**src/hw/uef_pkg.sv**
```systemverilog
package uef_pkg;

  // Register indexes; the bus byte address is four times the index.
  localparam int unsigned ADDR_W     = 8;
  localparam int unsigned ADDR_LSB   = 2;
  localparam int unsigned IDX_W      = 6;
  localparam logic [7:0]  IDX_INDEX  = 8'h00;
  localparam logic [7:0]  IDX_IN_FLG = 8'h02;
  localparam logic [7:0]  IDX_OUT_FLG = 8'h04;
  localparam logic [7:0]  IDX_CM_FLG = 8'h06;
  localparam logic [7:0]  IDX_IN_IE  = 8'h07;
  localparam logic [7:0]  IDX_OUT_IE = 8'h09;
  localparam logic [7:0]  IDX_CM_IE  = 8'h0B;
  localparam logic [7:0]  IDX_EP0_CSR = 8'h11;
  localparam logic [7:0]  IDX_EP0_CNT = 8'h16;
  localparam logic [7:0]  IDX_CTRL   = 8'h20;
  localparam logic [7:0]  IDX_IN_LEN = 8'h21;
  localparam logic [7:0]  EP0_INDEX  = 8'h00;

  localparam logic [3:0]  RST_CM_IE  = 4'h6;
  localparam logic [1:0]  RST_IN_IE  = 2'h3;
  localparam logic        RST_OUT_IE = 1'b1;

  // Field positions.
  localparam int unsigned CM_SOF = 3;
  localparam int unsigned CM_RST = 2;
  localparam int unsigned CM_RSU = 1;
  localparam int unsigned CM_SUS = 0;
  localparam int unsigned EP_CTL = 0;
  localparam int unsigned EP_ONE = 1;
  localparam int unsigned CSR_OPR    = 0;
  localparam int unsigned CSR_INPR   = 1;
  localparam int unsigned CSR_STALL_SENT_FLAG  = 2;
  localparam int unsigned CSR_DEND   = 3;
  localparam int unsigned CSR_SETUP_END_FLAG  = 4;
  localparam int unsigned CSR_STALL_REQUEST  = 5;
  localparam int unsigned CSR_SOPR   = 6;
  localparam int unsigned CSR_SERVICED_SETUP_END = 7;
  localparam int unsigned CTRL_SUSPEND_DETECT_ENABLE = 0;

  localparam logic [7:0]  EP0_MAX_PKT = 8'h40;
  localparam logic [7:0]  SETUP_LEN   = 8'h08;
  localparam logic [1:0]  RESP_OKAY   = 2'h0;
  localparam logic [1:0]  RESP_SLVERR = 2'h2;

  localparam int unsigned CLK_PERIOD_NS = 4;
  localparam int unsigned FRAME_NS      = 1000000;
  localparam int unsigned FRAME_CYCLES  = FRAME_NS / CLK_PERIOD_NS;
  localparam int unsigned FRAME_CNT_W   = 20;

  typedef enum logic [1:0] {
    PID_SETUP = 2'h0,
    PID_IN    = 2'h1,
    PID_OUT   = 2'h2,
    PID_SOF   = 2'h3
  } uef_pid_t;

  typedef enum logic [1:0] {
    HS_ACK   = 2'h0,
    HS_NAK   = 2'h1,
    HS_STALL = 2'h2
  } uef_hs_code_t;

  typedef enum logic [1:0] {
    ST_IDLE    = 2'h0,
    ST_TX      = 2'h1,
    ST_TX_STAT = 2'h3,
    ST_RX      = 2'h2
  } uef_state_t;

  typedef struct packed {
    logic     valid;
    uef_pid_t pid;
  } uef_token_t;

  typedef struct packed {
    logic       done;
    logic       ok;
    logic [7:0] len;
  } uef_rx_t;

  typedef struct packed {
    logic         valid;
    uef_hs_code_t code;
  } uef_hs_t;

  typedef struct packed {
    logic       start;
    logic [6:0] len;
  } uef_tx_t;

  typedef struct packed {
    logic bus_reset;
    logic resume;
    logic suspend;
  } uef_line_t;

endpackage : uef_pkg

```
**src/hw/uef_top.sv**
```systemverilog
// Summary of operation
// - Set frame flag on SOF or expected frame time
// - Reading common event flags clears them all
// - Bus reset detection sets reset flag
// - Resume sets flag only while suspended
// - Suspend sets flag only when detection enabled
// - One enable bit per interrupt source
// - Reset enables endpoint, reset, resume interrupts
// - Automatic handshakes; interrupt after complete packets
// - Corrupted packets never interrupt
// - Four causes plus SETUP/OUT setup-end raise control endpoint interrupt
// - Count register holds received byte count
// - Four protocol errors or request force STALL
// - Every STALL sets sent flag and interrupts
// - SETUP must be exactly eight bytes
// - Interrupt after IN sent; none when empty
// - First IN enters transmit; SETUP/OUT sets setup-end
// - Leave transmit on SETUP/OUT/short; NAK when empty
// - Good OUT sets out-ready and interrupts
// - First OUT enters receive; SETUP/IN sets setup-end
// - Leave receive on SETUP/IN/short/zero-length
// - Interrupt request when any enabled flag set
// - Serviced write clears out-ready; reads zero
// - Serviced setup-end write clears setup-end
// - Send-stall request clears once STALL sent
module uef_top
  import uef_pkg::*;
#(
  parameter int unsigned FRAME_CYC = FRAME_CYCLES
) (
  input  wire logic               clock_i,
  input  wire logic               rstn_i,
  input  wire logic [ADDR_W-1:0]  s_axi_awaddr_i,
  input  wire logic               s_axi_awvalid_i,
  output      logic               s_axi_awready_o,
  input  wire logic [31:0]        s_axi_wdata_i,
  input  wire logic [3:0]         s_axi_wstrb_i,
  input  wire logic               s_axi_wvalid_i,
  output      logic               s_axi_wready_o,
  output      logic [1:0]         s_axi_bresp_o,
  output      logic               s_axi_bvalid_o,
  input  wire logic               s_axi_bready_i,
  input  wire logic [ADDR_W-1:0]  s_axi_araddr_i,
  input  wire logic               s_axi_arvalid_i,
  output      logic               s_axi_arready_o,
  output      logic [31:0]        s_axi_rdata_o,
  output      logic [1:0]         s_axi_rresp_o,
  output      logic               s_axi_rvalid_o,
  input  wire logic               s_axi_rready_i,
  input  wire uef_token_t         tok_i,
  input  wire uef_rx_t            rx_i,
  input  wire logic               tx_ack_i,
  input  wire uef_line_t          line_i,
  input  wire logic               suspended_i,
  input  wire logic               in1_evt_i,
  input  wire logic               out1_evt_i,
  output      uef_hs_t            hs_o,
  output      uef_tx_t            tx_o,
  output      logic               irq_o
);

  // Bus slave: one write and one read in flight, each accepted with a one-cycle ready.
  logic              awready_q;
  logic              bvalid_q;
  logic [1:0]        bresp_q;
  logic              arready_q;
  logic              rvalid_q;
  logic [1:0]        rresp_q;
  logic [31:0]       rdata_q;

  wire               wr_go = s_axi_awvalid_i & s_axi_wvalid_i & ~awready_q & ~bvalid_q;
  wire               rd_go = s_axi_arvalid_i & ~arready_q & ~rvalid_q;
  wire               wr_en = awready_q;
  wire               rd_en = arready_q;
  wire [IDX_W-1:0]   wa_idx = s_axi_awaddr_i[ADDR_LSB +: IDX_W];
  wire [IDX_W-1:0]   ra_idx = s_axi_araddr_i[ADDR_LSB +: IDX_W];
  wire [7:0]         wd = s_axi_wdata_i[7:0];
  wire               wlane = wr_en & s_axi_wstrb_i[0];

  // Registers.
  logic [7:0]        index_q;
  logic [3:0]        cm_flg_q;
  logic [1:0]        in_flg_q;
  logic              out_flg_q;
  logic [3:0]        cm_ie_q;
  logic [1:0]        in_ie_q;
  logic              out_ie_q;
  logic              suspend_detect_enable_q;
  logic [6:0]        in_len_q;
  logic              opr_q;
  logic              inpr_q;
  logic              stall_sent_flag_q;
  logic              dend_q;
  logic              setup_end_flag_q;
  logic              stall_request_q;
  logic [6:0]        cnt_q;
  uef_state_t        state_q;
  uef_state_t        state_d;
  uef_pid_t          tok_q;
  logic              tx_busy_q;
  logic              tx_busy_d;
  logic              tx_stat_q;
  logic              tx_stat_d;
  logic [FRAME_CNT_W-1:0] frame_cnt_q;
  logic              frame_arm_q;
  uef_hs_t           hs_q;
  uef_hs_t           hs_d;
  uef_tx_t           tx_q;
  uef_tx_t           tx_d;
  logic              irq_q;

  // Engine event terms.
  logic              ep0_evt;
  logic              set_opr;
  logic              clr_inpr;
  logic              set_stall_sent_flag;
  logic              clr_stall_request;
  logic              set_setup_end_flag;
  logic              clr_dend;
  logic              cnt_ld;

  wire csr_sel = (index_q == EP0_INDEX);
  wire w_index  = wlane & (wa_idx == IDX_INDEX[IDX_W-1:0]);
  wire w_cm_ie  = wlane & (wa_idx == IDX_CM_IE[IDX_W-1:0]);
  wire w_in_ie  = wlane & (wa_idx == IDX_IN_IE[IDX_W-1:0]);
  wire w_out_ie = wlane & (wa_idx == IDX_OUT_IE[IDX_W-1:0]);
  wire w_ctrl   = wlane & (wa_idx == IDX_CTRL[IDX_W-1:0]);
  wire w_in_len = wlane & (wa_idx == IDX_IN_LEN[IDX_W-1:0]);
  wire w_csr    = wlane & csr_sel & (wa_idx == IDX_EP0_CSR[IDX_W-1:0]);
  wire wr_hit   = (wa_idx == IDX_INDEX[IDX_W-1:0])   | (wa_idx == IDX_CM_IE[IDX_W-1:0])
                | (wa_idx == IDX_IN_IE[IDX_W-1:0])   | (wa_idx == IDX_OUT_IE[IDX_W-1:0])
                | (wa_idx == IDX_CTRL[IDX_W-1:0])    | (wa_idx == IDX_IN_LEN[IDX_W-1:0])
                | (wa_idx == IDX_EP0_CSR[IDX_W-1:0]) | (wa_idx == IDX_CM_FLG[IDX_W-1:0])
                | (wa_idx == IDX_IN_FLG[IDX_W-1:0])  | (wa_idx == IDX_OUT_FLG[IDX_W-1:0])
                | (wa_idx == IDX_EP0_CNT[IDX_W-1:0]);

  // Software strobes in the control endpoint register.
  wire sw_sopr   = w_csr & wd[CSR_SOPR];
  wire sw_serviced_setup_end = w_csr & wd[CSR_SERVICED_SETUP_END];
  wire sw_inpr   = w_csr & wd[CSR_INPR];
  wire sw_dend   = w_csr & wd[CSR_DEND];
  wire sw_ststl0 = w_csr & ~wd[CSR_STALL_SENT_FLAG];

  // Read-to-clear strobes.
  wire rc_cm  = rd_en & (ra_idx == IDX_CM_FLG[IDX_W-1:0]);
  wire rc_in  = rd_en & (ra_idx == IDX_IN_FLG[IDX_W-1:0]);
  wire rc_out = rd_en & (ra_idx == IDX_OUT_FLG[IDX_W-1:0]);

  wire [7:0] csr_rd = {2'b00, stall_request_q, setup_end_flag_q, dend_q, stall_sent_flag_q, inpr_q, opr_q};

  wire [7:0] rd_val =
      (ra_idx == IDX_INDEX[IDX_W-1:0])   ? index_q :
      (ra_idx == IDX_CM_FLG[IDX_W-1:0])  ? {4'h0, cm_flg_q} :
      (ra_idx == IDX_IN_FLG[IDX_W-1:0])  ? {6'h00, in_flg_q} :
      (ra_idx == IDX_OUT_FLG[IDX_W-1:0]) ? {6'h00, out_flg_q, 1'b0} :
      (ra_idx == IDX_CM_IE[IDX_W-1:0])   ? {4'h0, cm_ie_q} :
      (ra_idx == IDX_IN_IE[IDX_W-1:0])   ? {6'h00, in_ie_q} :
      (ra_idx == IDX_OUT_IE[IDX_W-1:0])  ? {6'h00, out_ie_q, 1'b0} :
      (ra_idx == IDX_CTRL[IDX_W-1:0])    ? {7'h00, suspend_detect_enable_q} :
      (ra_idx == IDX_IN_LEN[IDX_W-1:0])  ? {1'b0, in_len_q} :
      (ra_idx == IDX_EP0_CSR[IDX_W-1:0]) ? (csr_sel ? csr_rd : 8'h00) :
      (ra_idx == IDX_EP0_CNT[IDX_W-1:0]) ? {1'b0, cnt_q} : 8'h00;
  wire rd_hit = (ra_idx == IDX_INDEX[IDX_W-1:0])   | (ra_idx == IDX_CM_FLG[IDX_W-1:0])
              | (ra_idx == IDX_IN_FLG[IDX_W-1:0])  | (ra_idx == IDX_OUT_FLG[IDX_W-1:0])
              | (ra_idx == IDX_CM_IE[IDX_W-1:0])   | (ra_idx == IDX_IN_IE[IDX_W-1:0])
              | (ra_idx == IDX_OUT_IE[IDX_W-1:0])  | (ra_idx == IDX_CTRL[IDX_W-1:0])
              | (ra_idx == IDX_IN_LEN[IDX_W-1:0])  | (ra_idx == IDX_EP0_CSR[IDX_W-1:0])
              | (ra_idx == IDX_EP0_CNT[IDX_W-1:0]);

  // The frame flag is synthesised when a frame slot passes without a good SOF.
  wire sof_tok   = tok_i.valid & (tok_i.pid == PID_SOF);
  wire frame_end = frame_arm_q & (frame_cnt_q == FRAME_CNT_W'(FRAME_CYC - 1));
  wire [3:0] cm_set;
  assign cm_set[CM_SOF] = sof_tok | frame_end;
  assign cm_set[CM_RST] = line_i.bus_reset;
  assign cm_set[CM_RSU] = line_i.resume & suspended_i;
  assign cm_set[CM_SUS] = line_i.suspend & suspend_detect_enable_q;

  wire short_in  = ({1'b0, in_len_q} < EP0_MAX_PKT);
  wire rx_big    = (rx_i.len > EP0_MAX_PKT);

  // Endpoint zero handshake engine. Tokens, packet ends and host ACKs are separate
  // bus events, so at most one of them arrives in any cycle.
  always_comb begin
    state_d   = state_q;
    tx_busy_d = tx_busy_q;
    tx_stat_d = tx_stat_q;
    hs_d      = '{valid: 1'b0, code: HS_ACK};
    tx_d      = '{start: 1'b0, len: 7'h00};
    ep0_evt   = 1'b0;
    set_opr   = 1'b0;
    clr_inpr  = 1'b0;
    set_stall_sent_flag = 1'b0;
    clr_stall_request = 1'b0;
    set_setup_end_flag = 1'b0;
    clr_dend  = 1'b0;
    cnt_ld    = 1'b0;
    if (tok_i.valid && tok_i.pid == PID_IN) begin
      tx_busy_d = 1'b0;
      if (stall_request_q || state_q == ST_TX_STAT) begin
        hs_d = '{valid: 1'b1, code: HS_STALL};
      end else if (dend_q && !inpr_q && state_q != ST_TX) begin
        tx_d      = '{start: 1'b1, len: 7'h00};
        tx_busy_d = 1'b1;
        tx_stat_d = 1'b1;
        state_d   = ST_IDLE;
      end else begin
        if (state_q == ST_RX) begin
          set_setup_end_flag = 1'b1;
        end
        state_d = ST_TX;
        if (!inpr_q) begin
          hs_d = '{valid: 1'b1, code: HS_NAK};
        end else begin
          tx_d      = '{start: 1'b1, len: in_len_q};
          tx_busy_d = 1'b1;
          tx_stat_d = 1'b0;
        end
      end
    end else if (tok_i.valid && tok_i.pid != PID_SOF) begin
      tx_busy_d = 1'b0;
      if ((state_q == ST_TX && !dend_q) ||
          (tok_i.pid == PID_SETUP && state_q == ST_RX && !dend_q)) begin
        set_setup_end_flag = 1'b1;
        ep0_evt   = 1'b1;
      end
      if (tok_i.pid == PID_SETUP || state_q == ST_TX) begin
        state_d = ST_IDLE;
      end
      if (tok_i.pid == PID_SETUP) begin
        clr_dend = 1'b1;
      end
    end else if (rx_i.done && rx_i.ok) begin
      if (tok_q == PID_SETUP) begin
        if (rx_i.len == SETUP_LEN) begin
          hs_d     = '{valid: 1'b1, code: HS_ACK};
          set_opr  = 1'b1;
          cnt_ld   = 1'b1;
          clr_inpr = inpr_q;
          ep0_evt  = 1'b1;
        end
      end else if (tok_q == PID_OUT) begin
        if (stall_request_q || rx_big || dend_q && state_q != ST_TX_STAT
            || state_q == ST_TX_STAT && rx_i.len != 8'h00) begin
          hs_d = '{valid: 1'b1, code: HS_STALL};
        end else if (state_q == ST_TX_STAT) begin
          hs_d     = '{valid: 1'b1, code: HS_ACK};
          ep0_evt  = 1'b1;
          clr_dend = 1'b1;
          state_d  = ST_IDLE;
        end else if (opr_q) begin
          hs_d = '{valid: 1'b1, code: HS_NAK};
        end else begin
          hs_d     = '{valid: 1'b1, code: HS_ACK};
          set_opr  = 1'b1;
          cnt_ld   = 1'b1;
          clr_inpr = inpr_q;
          ep0_evt  = 1'b1;
          state_d  = (rx_i.len == EP0_MAX_PKT) ? ST_RX : ST_IDLE;
        end
      end
    end else if (tx_ack_i && tx_busy_q) begin
      tx_busy_d = 1'b0;
      ep0_evt   = 1'b1;
      if (tx_stat_q) begin
        clr_dend = 1'b1;
        state_d  = ST_IDLE;
      end else begin
        clr_inpr = 1'b1;
        if (dend_q) begin
          state_d = ST_TX_STAT;
        end else if (short_in) begin
          state_d = ST_IDLE;
        end
      end
    end
    if (hs_d.valid && hs_d.code == HS_STALL) begin
      set_stall_sent_flag = 1'b1;
      clr_stall_request = 1'b1;
      ep0_evt   = 1'b1;
      clr_dend  = 1'b1;
      state_d   = ST_IDLE;
    end
  end

  // Pending flags: a hardware set in the same cycle as a clearing read is kept.
  wire [3:0] cm_flg_d  = cm_set | (cm_flg_q & ~{4{rc_cm}});
  wire [1:0] in_set    = {in1_evt_i, ep0_evt};
  wire [1:0] in_flg_d  = in_set | (in_flg_q & ~{2{rc_in}});
  wire       out_flg_d = out1_evt_i | (out_flg_q & ~rc_out);
  wire       irq_d = |(cm_flg_q & cm_ie_q) | |(in_flg_q & in_ie_q)
                   | (out_flg_q & out_ie_q);

  always_ff @(posedge clock_i or negedge rstn_i) begin
    if (!rstn_i) begin
      awready_q <= 1'b0;
      bvalid_q  <= 1'b0;
      bresp_q   <= RESP_OKAY;
      arready_q <= 1'b0;
      rvalid_q  <= 1'b0;
      rresp_q   <= RESP_OKAY;
      rdata_q   <= '0;
    end else begin
      awready_q <= wr_go;
      arready_q <= rd_go;
      if (wr_en) begin
        bvalid_q <= 1'b1;
        bresp_q  <= wr_hit ? RESP_OKAY : RESP_SLVERR;
      end else if (s_axi_bready_i) begin
        bvalid_q <= 1'b0;
      end
      if (rd_en) begin
        rvalid_q <= 1'b1;
        rresp_q  <= rd_hit ? RESP_OKAY : RESP_SLVERR;
        rdata_q  <= {24'h000000, rd_val};
      end else if (s_axi_rready_i) begin
        rvalid_q <= 1'b0;
      end
    end
  end

  always_ff @(posedge clock_i or negedge rstn_i) begin
    if (!rstn_i) begin
      index_q  <= EP0_INDEX;
      cm_ie_q  <= RST_CM_IE;
      in_ie_q  <= RST_IN_IE;
      out_ie_q <= RST_OUT_IE;
      suspend_detect_enable_q  <= 1'b0;
      in_len_q <= '0;
    end else begin
      if (w_index) index_q <= wd;
      if (w_cm_ie) cm_ie_q <= wd[3:0];
      if (w_in_ie) in_ie_q <= wd[1:0];
      if (w_out_ie) out_ie_q <= wd[EP_ONE];
      if (w_ctrl) suspend_detect_enable_q <= wd[CTRL_SUSPEND_DETECT_ENABLE];
      if (w_in_len) in_len_q <= wd[6:0];
    end
  end

  // Flags are set whatever the enables say; only the request is gated.
  always_ff @(posedge clock_i or negedge rstn_i) begin
    if (!rstn_i) begin
      cm_flg_q  <= '0;
      in_flg_q  <= '0;
      out_flg_q <= 1'b0;
      irq_q     <= 1'b0;
    end else begin
      cm_flg_q  <= cm_flg_d;
      in_flg_q  <= in_flg_d;
      out_flg_q <= out_flg_d;
      irq_q     <= irq_d;
    end
  end

  always_ff @(posedge clock_i or negedge rstn_i) begin
    if (!rstn_i) begin
      opr_q   <= 1'b0;
      inpr_q  <= 1'b0;
      stall_sent_flag_q <= 1'b0;
      dend_q  <= 1'b0;
      setup_end_flag_q <= 1'b0;
      stall_request_q <= 1'b0;
      cnt_q   <= '0;
    end else begin
      opr_q   <= set_opr | (opr_q & ~sw_sopr);
      inpr_q  <= sw_inpr | (inpr_q & ~clr_inpr);
      stall_sent_flag_q <= set_stall_sent_flag | (stall_sent_flag_q & ~sw_ststl0);
      dend_q  <= sw_dend | (dend_q & ~clr_dend);
      setup_end_flag_q <= set_setup_end_flag | (setup_end_flag_q & ~sw_serviced_setup_end);
      if (w_csr) begin
        stall_request_q <= wd[CSR_STALL_REQUEST];
      end else if (clr_stall_request) begin
        stall_request_q <= 1'b0;
      end
      if (cnt_ld) cnt_q <= rx_i.len[6:0];
    end
  end

  always_ff @(posedge clock_i or negedge rstn_i) begin
    if (!rstn_i) begin
      state_q   <= ST_IDLE;
      tok_q     <= PID_SETUP;
      tx_busy_q <= 1'b0;
      tx_stat_q <= 1'b0;
      hs_q      <= '{valid: 1'b0, code: HS_ACK};
      tx_q      <= '{start: 1'b0, len: 7'h00};
    end else begin
      state_q   <= state_d;
      tx_busy_q <= tx_busy_d;
      tx_stat_q <= tx_stat_d;
      hs_q      <= hs_d;
      tx_q      <= tx_d;
      if (tok_i.valid && tok_i.pid != PID_SOF) tok_q <= tok_i.pid;
    end
  end

  // The frame timer only free-runs after a first SOF, and a bus reset stops it.
  always_ff @(posedge clock_i or negedge rstn_i) begin
    if (!rstn_i) begin
      frame_cnt_q <= '0;
      frame_arm_q <= 1'b0;
    end else if (line_i.bus_reset) begin
      frame_cnt_q <= '0;
      frame_arm_q <= 1'b0;
    end else if (sof_tok || frame_end) begin
      frame_cnt_q <= '0;
      frame_arm_q <= 1'b1;
    end else if (frame_arm_q) begin
      frame_cnt_q <= frame_cnt_q + 1'b1;
    end
  end

  assign s_axi_awready_o = awready_q;
  assign s_axi_wready_o  = awready_q;
  assign s_axi_bvalid_o  = bvalid_q;
  assign s_axi_bresp_o   = bresp_q;
  assign s_axi_arready_o = arready_q;
  assign s_axi_rvalid_o  = rvalid_q;
  assign s_axi_rresp_o   = rresp_q;
  assign s_axi_rdata_o   = rdata_q;
  assign hs_o            = hs_q;
  assign tx_o            = tx_q;
  assign irq_o           = irq_q;

endmodule : uef_top

```
**config.mk**
```make
export PLATFORM = sky130hd
export DESIGN_NAME = uef_top
export DESIGN_NICKNAME = d
export VERILOG_FILES = /design/src/hw/uef_pkg.sv /design/src/hw/uef_top.sv
export SDC_FILE = /design/constraint.sdc
export NUM_CORES = 1
export LEC_CHECK = 0
export BUFFER_PORTS_ARGS = -buffer_cell sky130_fd_sc_hd__clkbuf_2
export CAP_MARGIN = 0
export CORE_MARGIN = 8
export CORE_UTILIZATION = 54
export CTS_CLUSTER_DIAMETER = 100
export CTS_CLUSTER_SIZE = 14
export DETAILED_ROUTE_END_ITERATION = 10
export PLACE_DENSITY = 0.78
export SETUP_SLACK_MARGIN = 0.1
export SKIP_CTS_REPAIR_TIMING = 1
export SYNTH_ARGS = -nofsm -noshare
export SYNTH_HDL_FRONTEND = slang
export SYNTH_SLANG_ARGS = --single-unit
```
**constraint.sdc**
```tcl
create_clock -name clock_i -period 2.8 [get_ports clock_i]
set_clock_uncertainty 0.05 [all_clocks]
set_input_delay 0.28 -clock clock_i [delete_from_list [all_inputs] [get_ports clock_i]]
set_output_delay 0.28 -clock clock_i [all_outputs]
set_load 0.01 [all_outputs]
```
Word-level counts from Yosys, hierarchy flattened
Cells that the tools add are included.
Storage, ports and cells
  bits in writable memories: 0
  memories kept: 0
  bits in latches: 0
  memory bits (read-only): 0
  bits of input ports: 79
  word-level logic and storage cells: 314
  flip-flop bits (word level): 98
Operators by class
  divide/modulo/power cells: 0
  magnitude comparators: 2
  reduce and logical (&&, ||, !) cells: 41
  add/subtract/negate cells: 1
  equality and inequality tests: 40
  bitwise logic cells: 82
  shift-type cells: 0
  muxes and demuxes: 114
  $mul: 0
Operators by type and width (count)
  $mux W7: 10
  $mux W1: 67
  $mux W20: 3
  $mux W8: 5
  $mux W2: 19
  $eq A6 B3 Y1 const B: 6
  $and A1 B1 Y1: 33
  $or A1 B1 Y1: 29
  $mux W3: 9
  $eq A6 B4 Y1 const B: 4
  $eq A6 B5 Y1 const B: 4
  $eq A6 B6 Y1 const B: 4
  $add A20 B1 Y20 const B: 1
  $eq A20 B18 Y1 const B: 1
  $eq A6 B2 Y1 const B: 2
  $logic_and A1 B1 Y1: 12
  $logic_not A6 Y1: 2
  $not A1 Y1: 12
  $eq A2 B2 Y1 const B: 5
  $ne A5 B4 Y1 const B: 2
  $reduce_bool A2 Y1: 5
  $and A4 B4 Y4: 2
  $eq A8 B4 Y1 const B: 1
  $eq A8 B7 Y1 const B: 1
  29 further kinds: 41

Depth between registers and ports, before layout
  depth in word-level cells: 16
  gate-level depth with buffers: 8

Worst setup path after synthesis
No wires, ideal clock.
  path kind: input to register
  from: in rx_i[1] (netlist bit)
  to: reg cnt_q[0]
  library setup time: 0.125 ns
  slack: 0.669 ns
  arrival: 1.956 ns
  cell stages on the path: 7
  cells stage by stage: or4_4 > o21a_1 > nor4b_4 > mux2i_1 > nor2b_2 > buf_6 > mux2_4
On the way
  word-level cells in the longest chain between the ends: 10
Ends and longest elaborated chain
  start: declaration: RTL line uef_top.sv:51  | input wire uef_rx_t rx_i,
  $gt A8 B7 Y1: RTL line uef_top.sv:180  | wire rx_big = (rx_i.len > EP0_MAX_PKT);
  $logic_or A1 B1 Y1 (2 in a row): RTL line uef_top.sv:243  | if (stall_request_q || rx_big || dend_q && state_q != ST_TX_STAT
  $logic_or A1 B1 Y1: RTL line uef_top.sv:244  | || state_q == ST_TX_STAT && rx_i.len != 8'h00) begin
  $mux W1: RTL line uef_top.sv:243
  $mux W1: RTL line uef_top.sv:242  | end else if (tok_q == PID_OUT) begin
  $mux W1 *: RTL line uef_top.sv:234  | if (tok_q == PID_SETUP) begin
  $mux W1 *: RTL line uef_top.sv:233  | end else if (rx_i.done && rx_i.ok) begin
  $mux W1 *: RTL line uef_top.sv:220  | end else if (tok_i.valid && tok_i.pid != PID_SOF) begin
  $mux W1 *: RTL line uef_top.sv:198  | if (tok_i.valid && tok_i.pid == PID_IN) begin
  end signal: assignment: RTL line uef_top.sv:375  | if (cnt_ld) cnt_q <= rx_i.len[6:0];
  end: declaration: RTL line uef_top.sv:96  | logic [6:0] cnt_q;
Every way passes the cells marked *; elsewhere a longest branch is shown, timed or not.
A chain may end at the register's enable or synchronous reset.

Worst setup path in the final report
  from: reg index_q[4]
  to: reg setup_end_flag_q
On the way
  word-level cells in the longest chain between the ends: 7
Ends and longest elaborated chain
  start: declaration: RTL line uef_top.sv:81  | logic [7:0] index_q;
  start signal: assignment: RTL line uef_top.sv:331  | if (w_index) index_q <= wd;
  $logic_not A8 Y1: RTL line uef_top.sv:122  | wire csr_sel = (index_q == EP0_INDEX);
  $and A1 B1 Y1 (2 in a row): RTL line uef_top.sv:129  | wire w_csr = wlane & csr_sel & (wa_idx == IDX_EP0_CSR[IDX_W-1:0]);
  $and A1 B1 Y1: RTL line uef_top.sv:139  | wire sw_serviced_setup_end = w_csr & wd[CSR_SERVICED_SETUP_END];
  $not A1 Y1: RTL line uef_top.sv:369  | setup_end_flag_q <= set_setup_end_flag | (setup_end_flag_q & ~sw_serviced_setup_end);
  $and A1 B1 Y1: RTL line uef_top.sv:369
  $or A1 B1 Y1: RTL line uef_top.sv:369
  end signal: assignment: RTL line uef_top.sv:369
  end: declaration: RTL line uef_top.sv:94  | logic setup_end_flag_q;
No other way between the ends.

==> results.ini <==
[layout]
antenna_cells = 0
final_cells = 732
fin_util_pct = 62.1
drive_above_1_share_pct = 21.9
fin_nets = 678
area_delta_synth_final_pct = 11.3
n_fill_cell = 792

[grt]
grt_pass1_wl_um = 20500
grt_overflow = 0
first_global_vias = 4136
grt.met3_usage_pct = 4.81
top_usage_layer = met2
grt_max_degree = 50
antenna_found_initial = 0
grt_use_total_pct = 19.6
gr-usage-met2_pct = 29.6
grt_util_met1_pct = 25.9

[timing]
layout_setup_ws_ns = 0.471
min_period_ns = 2.33
tightest_slew_ns = 0.806
slew_headroom_pct = 45.5
grt_setup_unrepaired = false
fin_setup_tns_ns = 0
finalHoldViolCount = 0
setup_viol = 0
slew_violations = 0
fmax_ghz = 0.429
period_share_pct = 83.2

[yosys]
ys_seq_area_share_pct = 46.5
async_reset_ff_share_pct = 100
syn-cell-area_mm2 = 0.00518
synth-main-ff-cell = dfrtp_1
synthTopCellsByArea = dfrtp_1 (44%), buf_4 (3.9%), nor2_1 (3.9%)
ys_ff_latch = 96
synth_top_cell_by_area = dfrtp_1
yosys.cell_types.count = 70
synthCells = 530
netlist.area_leader.share_pct = 44.0
synth_edf_count = 0
syn_avg_cell_area_um2 = 9.78
yosys_warnings = 0

[worst_setup_path]
cp-end-kind = flip-flop
cp.arrival_ns = 2.52
path_cells = or4_1 > nor2_1 > and3_1 > nand2_1 > a211o_1
critPathMaxFanout = 7
cp.required_ns = 2.99
start_kind = flip-flop
cp_slowest_cell = or4_1
cp_slowest_stage_delay_ns = 0.52
path_class = flip-flop to flip-flop

[drt]
first_pass_iters = 5
drt_first_iter_violations = 283
ant_nets = 0
via_count = 4232
drc_errors = 0
wl_per_cell_um = 17.0
wl_um = 12400
routed_via_density = 5.78

[floorplanning]
fp-row-count = 35
die_w_um = 114
coreArea_mm2 = 0.00928
fp.dieH_um = 114
dieArea_mm2 = 0.0130
initial_core_util_pct = 55.8
boundaryPins = 132

[clock_network]
clockBufferDepth = 2
clock-sinks = 96
cts-buffers-inserted = 9
root_buffer = clkbuf_8
cts.clk_slew.worst_paths_ns = 0.10
cts_tree = done
insertion_delay_ns = 0.36
htree_levels = 3

[placement]
io_buffers = 74
gp_congestion = 0.904
dp.cells = 714
dp_hpwl_um = 9400
pre_cts_ws_ns = 0.206

[run]
drv_cap = 0

[pwr]
power.total_uw = 2930
ir_drop_uv = 264
pwr_density_cell_mw_per_mm2 = 507
p_leak_uw = 0.00270

[min_path]
timing.hold.worst.class = primary input to flip-flop

[run_status]
status = finished clean

[logic make-up (layout without fill, tap and decap cells)]
| kind of cell | Yosys count | after routing | synth area share [%] |
|---|---|---|---|
| AO/OA/AOI/OAI | 107 | 107 | 13.9 |
| XOR/XNOR | 17 | 17 | 2.87 |
| adder cells (fa/ha/maj) | 1 | 1 | 0.241 |
| buffers and inverters | 69 | 117 | 7.15 |
| flip-flops | 96 | 96 | 46.5 |
| multiplexers | 33 | 33 | 7.51 |
| other | 1 | 26 | 0.0724 |
| AND/OR/NAND/NOR | 206 | 206 | 21.8 |
[synth_stat cells, types with 3 or more instances]
master / n
xnor2_1: 9
or4_1: 4
and2_1: 12
nor3b_1: 6
nand4_1: 8
a22o_1: 4
a211o_1: 3
mux2_1: 6
mux2_2: 17
nand3_1: 14
a21o_1: 10
o22ai_1: 6
a31oi_1: 3
nand4b_1: 3
nand3b_1: 7
mux2i_1: 4
a22oi_1: 3
buf_4: 27
or3_1: 3
xor2_1: 8
nor2b_1: 4
mux2_4: 6
and3_1: 10
nor4b_1: 5
o21ai_1: 6
nor2_1: 54
nand2b_1: 6
o221ai_1: 3
o21ai_0: 16
nor3_1: 11
a21oi_1: 25
clkbuf_1: 18
dfrtp_1: 91
dfstp_2: 5
nand2_1: 42
a211oi_1: 3
o21a_1: 5
inv_1: 20
[critical path: cells and delay by family, from the launching register on]
kind             cells  cell delay, ns
AND/OR/NAND/NOR      4            1.47
flip-flops           1            0.41
AO/OA/AOI/OAI        1            0.29
[layout by cell type (no fill, tap or decap), types with 4 or more instances in the layout]
cell type / Yosys / final
xor2_1: 8 / 8
mux2_1: 6 / 6
mux2i_1: 4 / 4
o22ai_1: 6 / 6
mux2_4: 6 / 6
mux2_2: 17 / 17
a22o_1: 4 / 4
o21a_1: 5 / 5
a21o_1: 10 / 10
xnor2_1: 9 / 9
nand2b_1: 6 / 6
a21oi_1: 25 / 25
dfrtp_1: 91 / 91
nor4b_1: 5 / 5
o21ai_1: 6 / 6
nor3_1: 11 / 11
and2_1: 12 / 12
nand4_1: 8 / 8
buf_4: 27 / 5
clkbuf_8: 0 / 9
nor2b_1: 4 / 4
conb_1: 1 / 26
o21ai_0: 16 / 16
nand3b_1: 7 / 7
nor2_1: 54 / 54
or4_1: 4 / 4
clkbuf_2: 0 / 73
dfstp_2: 5 / 5
and3_1: 10 / 10
nor3b_1: 6 / 6
inv_1: 20 / 20
nand2_1: 42 / 42
nand3_1: 14 / 14
[per-layer routing]
layer	up-vias	wire length [µm]
met5	-	0
met4	0	306
met3	27	1000
met2	180	5600
met1	2042	5530
li1	1983	-
[final cells by class]
type	instances	area [µm²]	share of cell area [%]
multi-input combinational	390	2500	43.3
sequential	96	2410	41.7
timing repair buffer	81	443	7.68
tap	129	161	2.80
clock buffer	9	124	2.15
inverter	20	75.1	1.30
clock inverter	7	61.3	1.06
[path summary, 6_finish.rpt]
kind	startpoint	end	slack, ns	depth (start not counted)
worst min register to register	s_axi_rvalid_o$_DFFE_PN0P_	s_axi_arready_o$_DFF_PN0_	0.41	1
max in group asynchronous	rstn_i	in_ie_q[0]$_DFFE_PN1P_	1.54	3
worst min-delay path	out1_evt_i	out_flg_q$_DFF_PN0_	0.05	2
worst max-delay path	index_q[4]$_DFFE_PN0P_	setup_end_flag_q$_DFF_PN0_	0.47	5
worst max register to register	index_q[4]$_DFFE_PN0P_	setup_end_flag_q$_DFF_PN0_	0.47	5
min in group asynchronous	rstn_i	cnt_q[5]$_DFFE_PN0P_	0.43	2
[report_power, final]
| part | total, µW | internal, µW | switching [µW] |
|---|---|---|---|
| clock network | 870 | 339 | 531 |
| logic | 442 | 195 | 247 |
| registers | 1610 | 1500 | 114 |
| total | 2930 | 2030 | 892 |
[state kept, by name, summed over array words and instances (netlist names), 2 cells and up]
signal / flops
frame_cnt_q: 20
index_q: 8
s_axi_rdata_o: 8
tx_o: 8
cnt_q: 7
in_len_q: 7
cm_flg_q: 4
cm_ie_q: 4
hs_o: 3
in_flg_q: 2
in_ie_q: 2
state_q: 2
tok_q: 2
[stage by stage]
stage,instance area [µm²],hold WS [ns]
2_1_floorplan,5280,-0.0656
3_3_place_gp,5560,0.281
3_5_place_dp,5560,0.289
5_1_grt,5770,0.0250
4_1_cts,5750,-0.113
6_report,5770,0.0452
(Power assumes the default switching activity.)
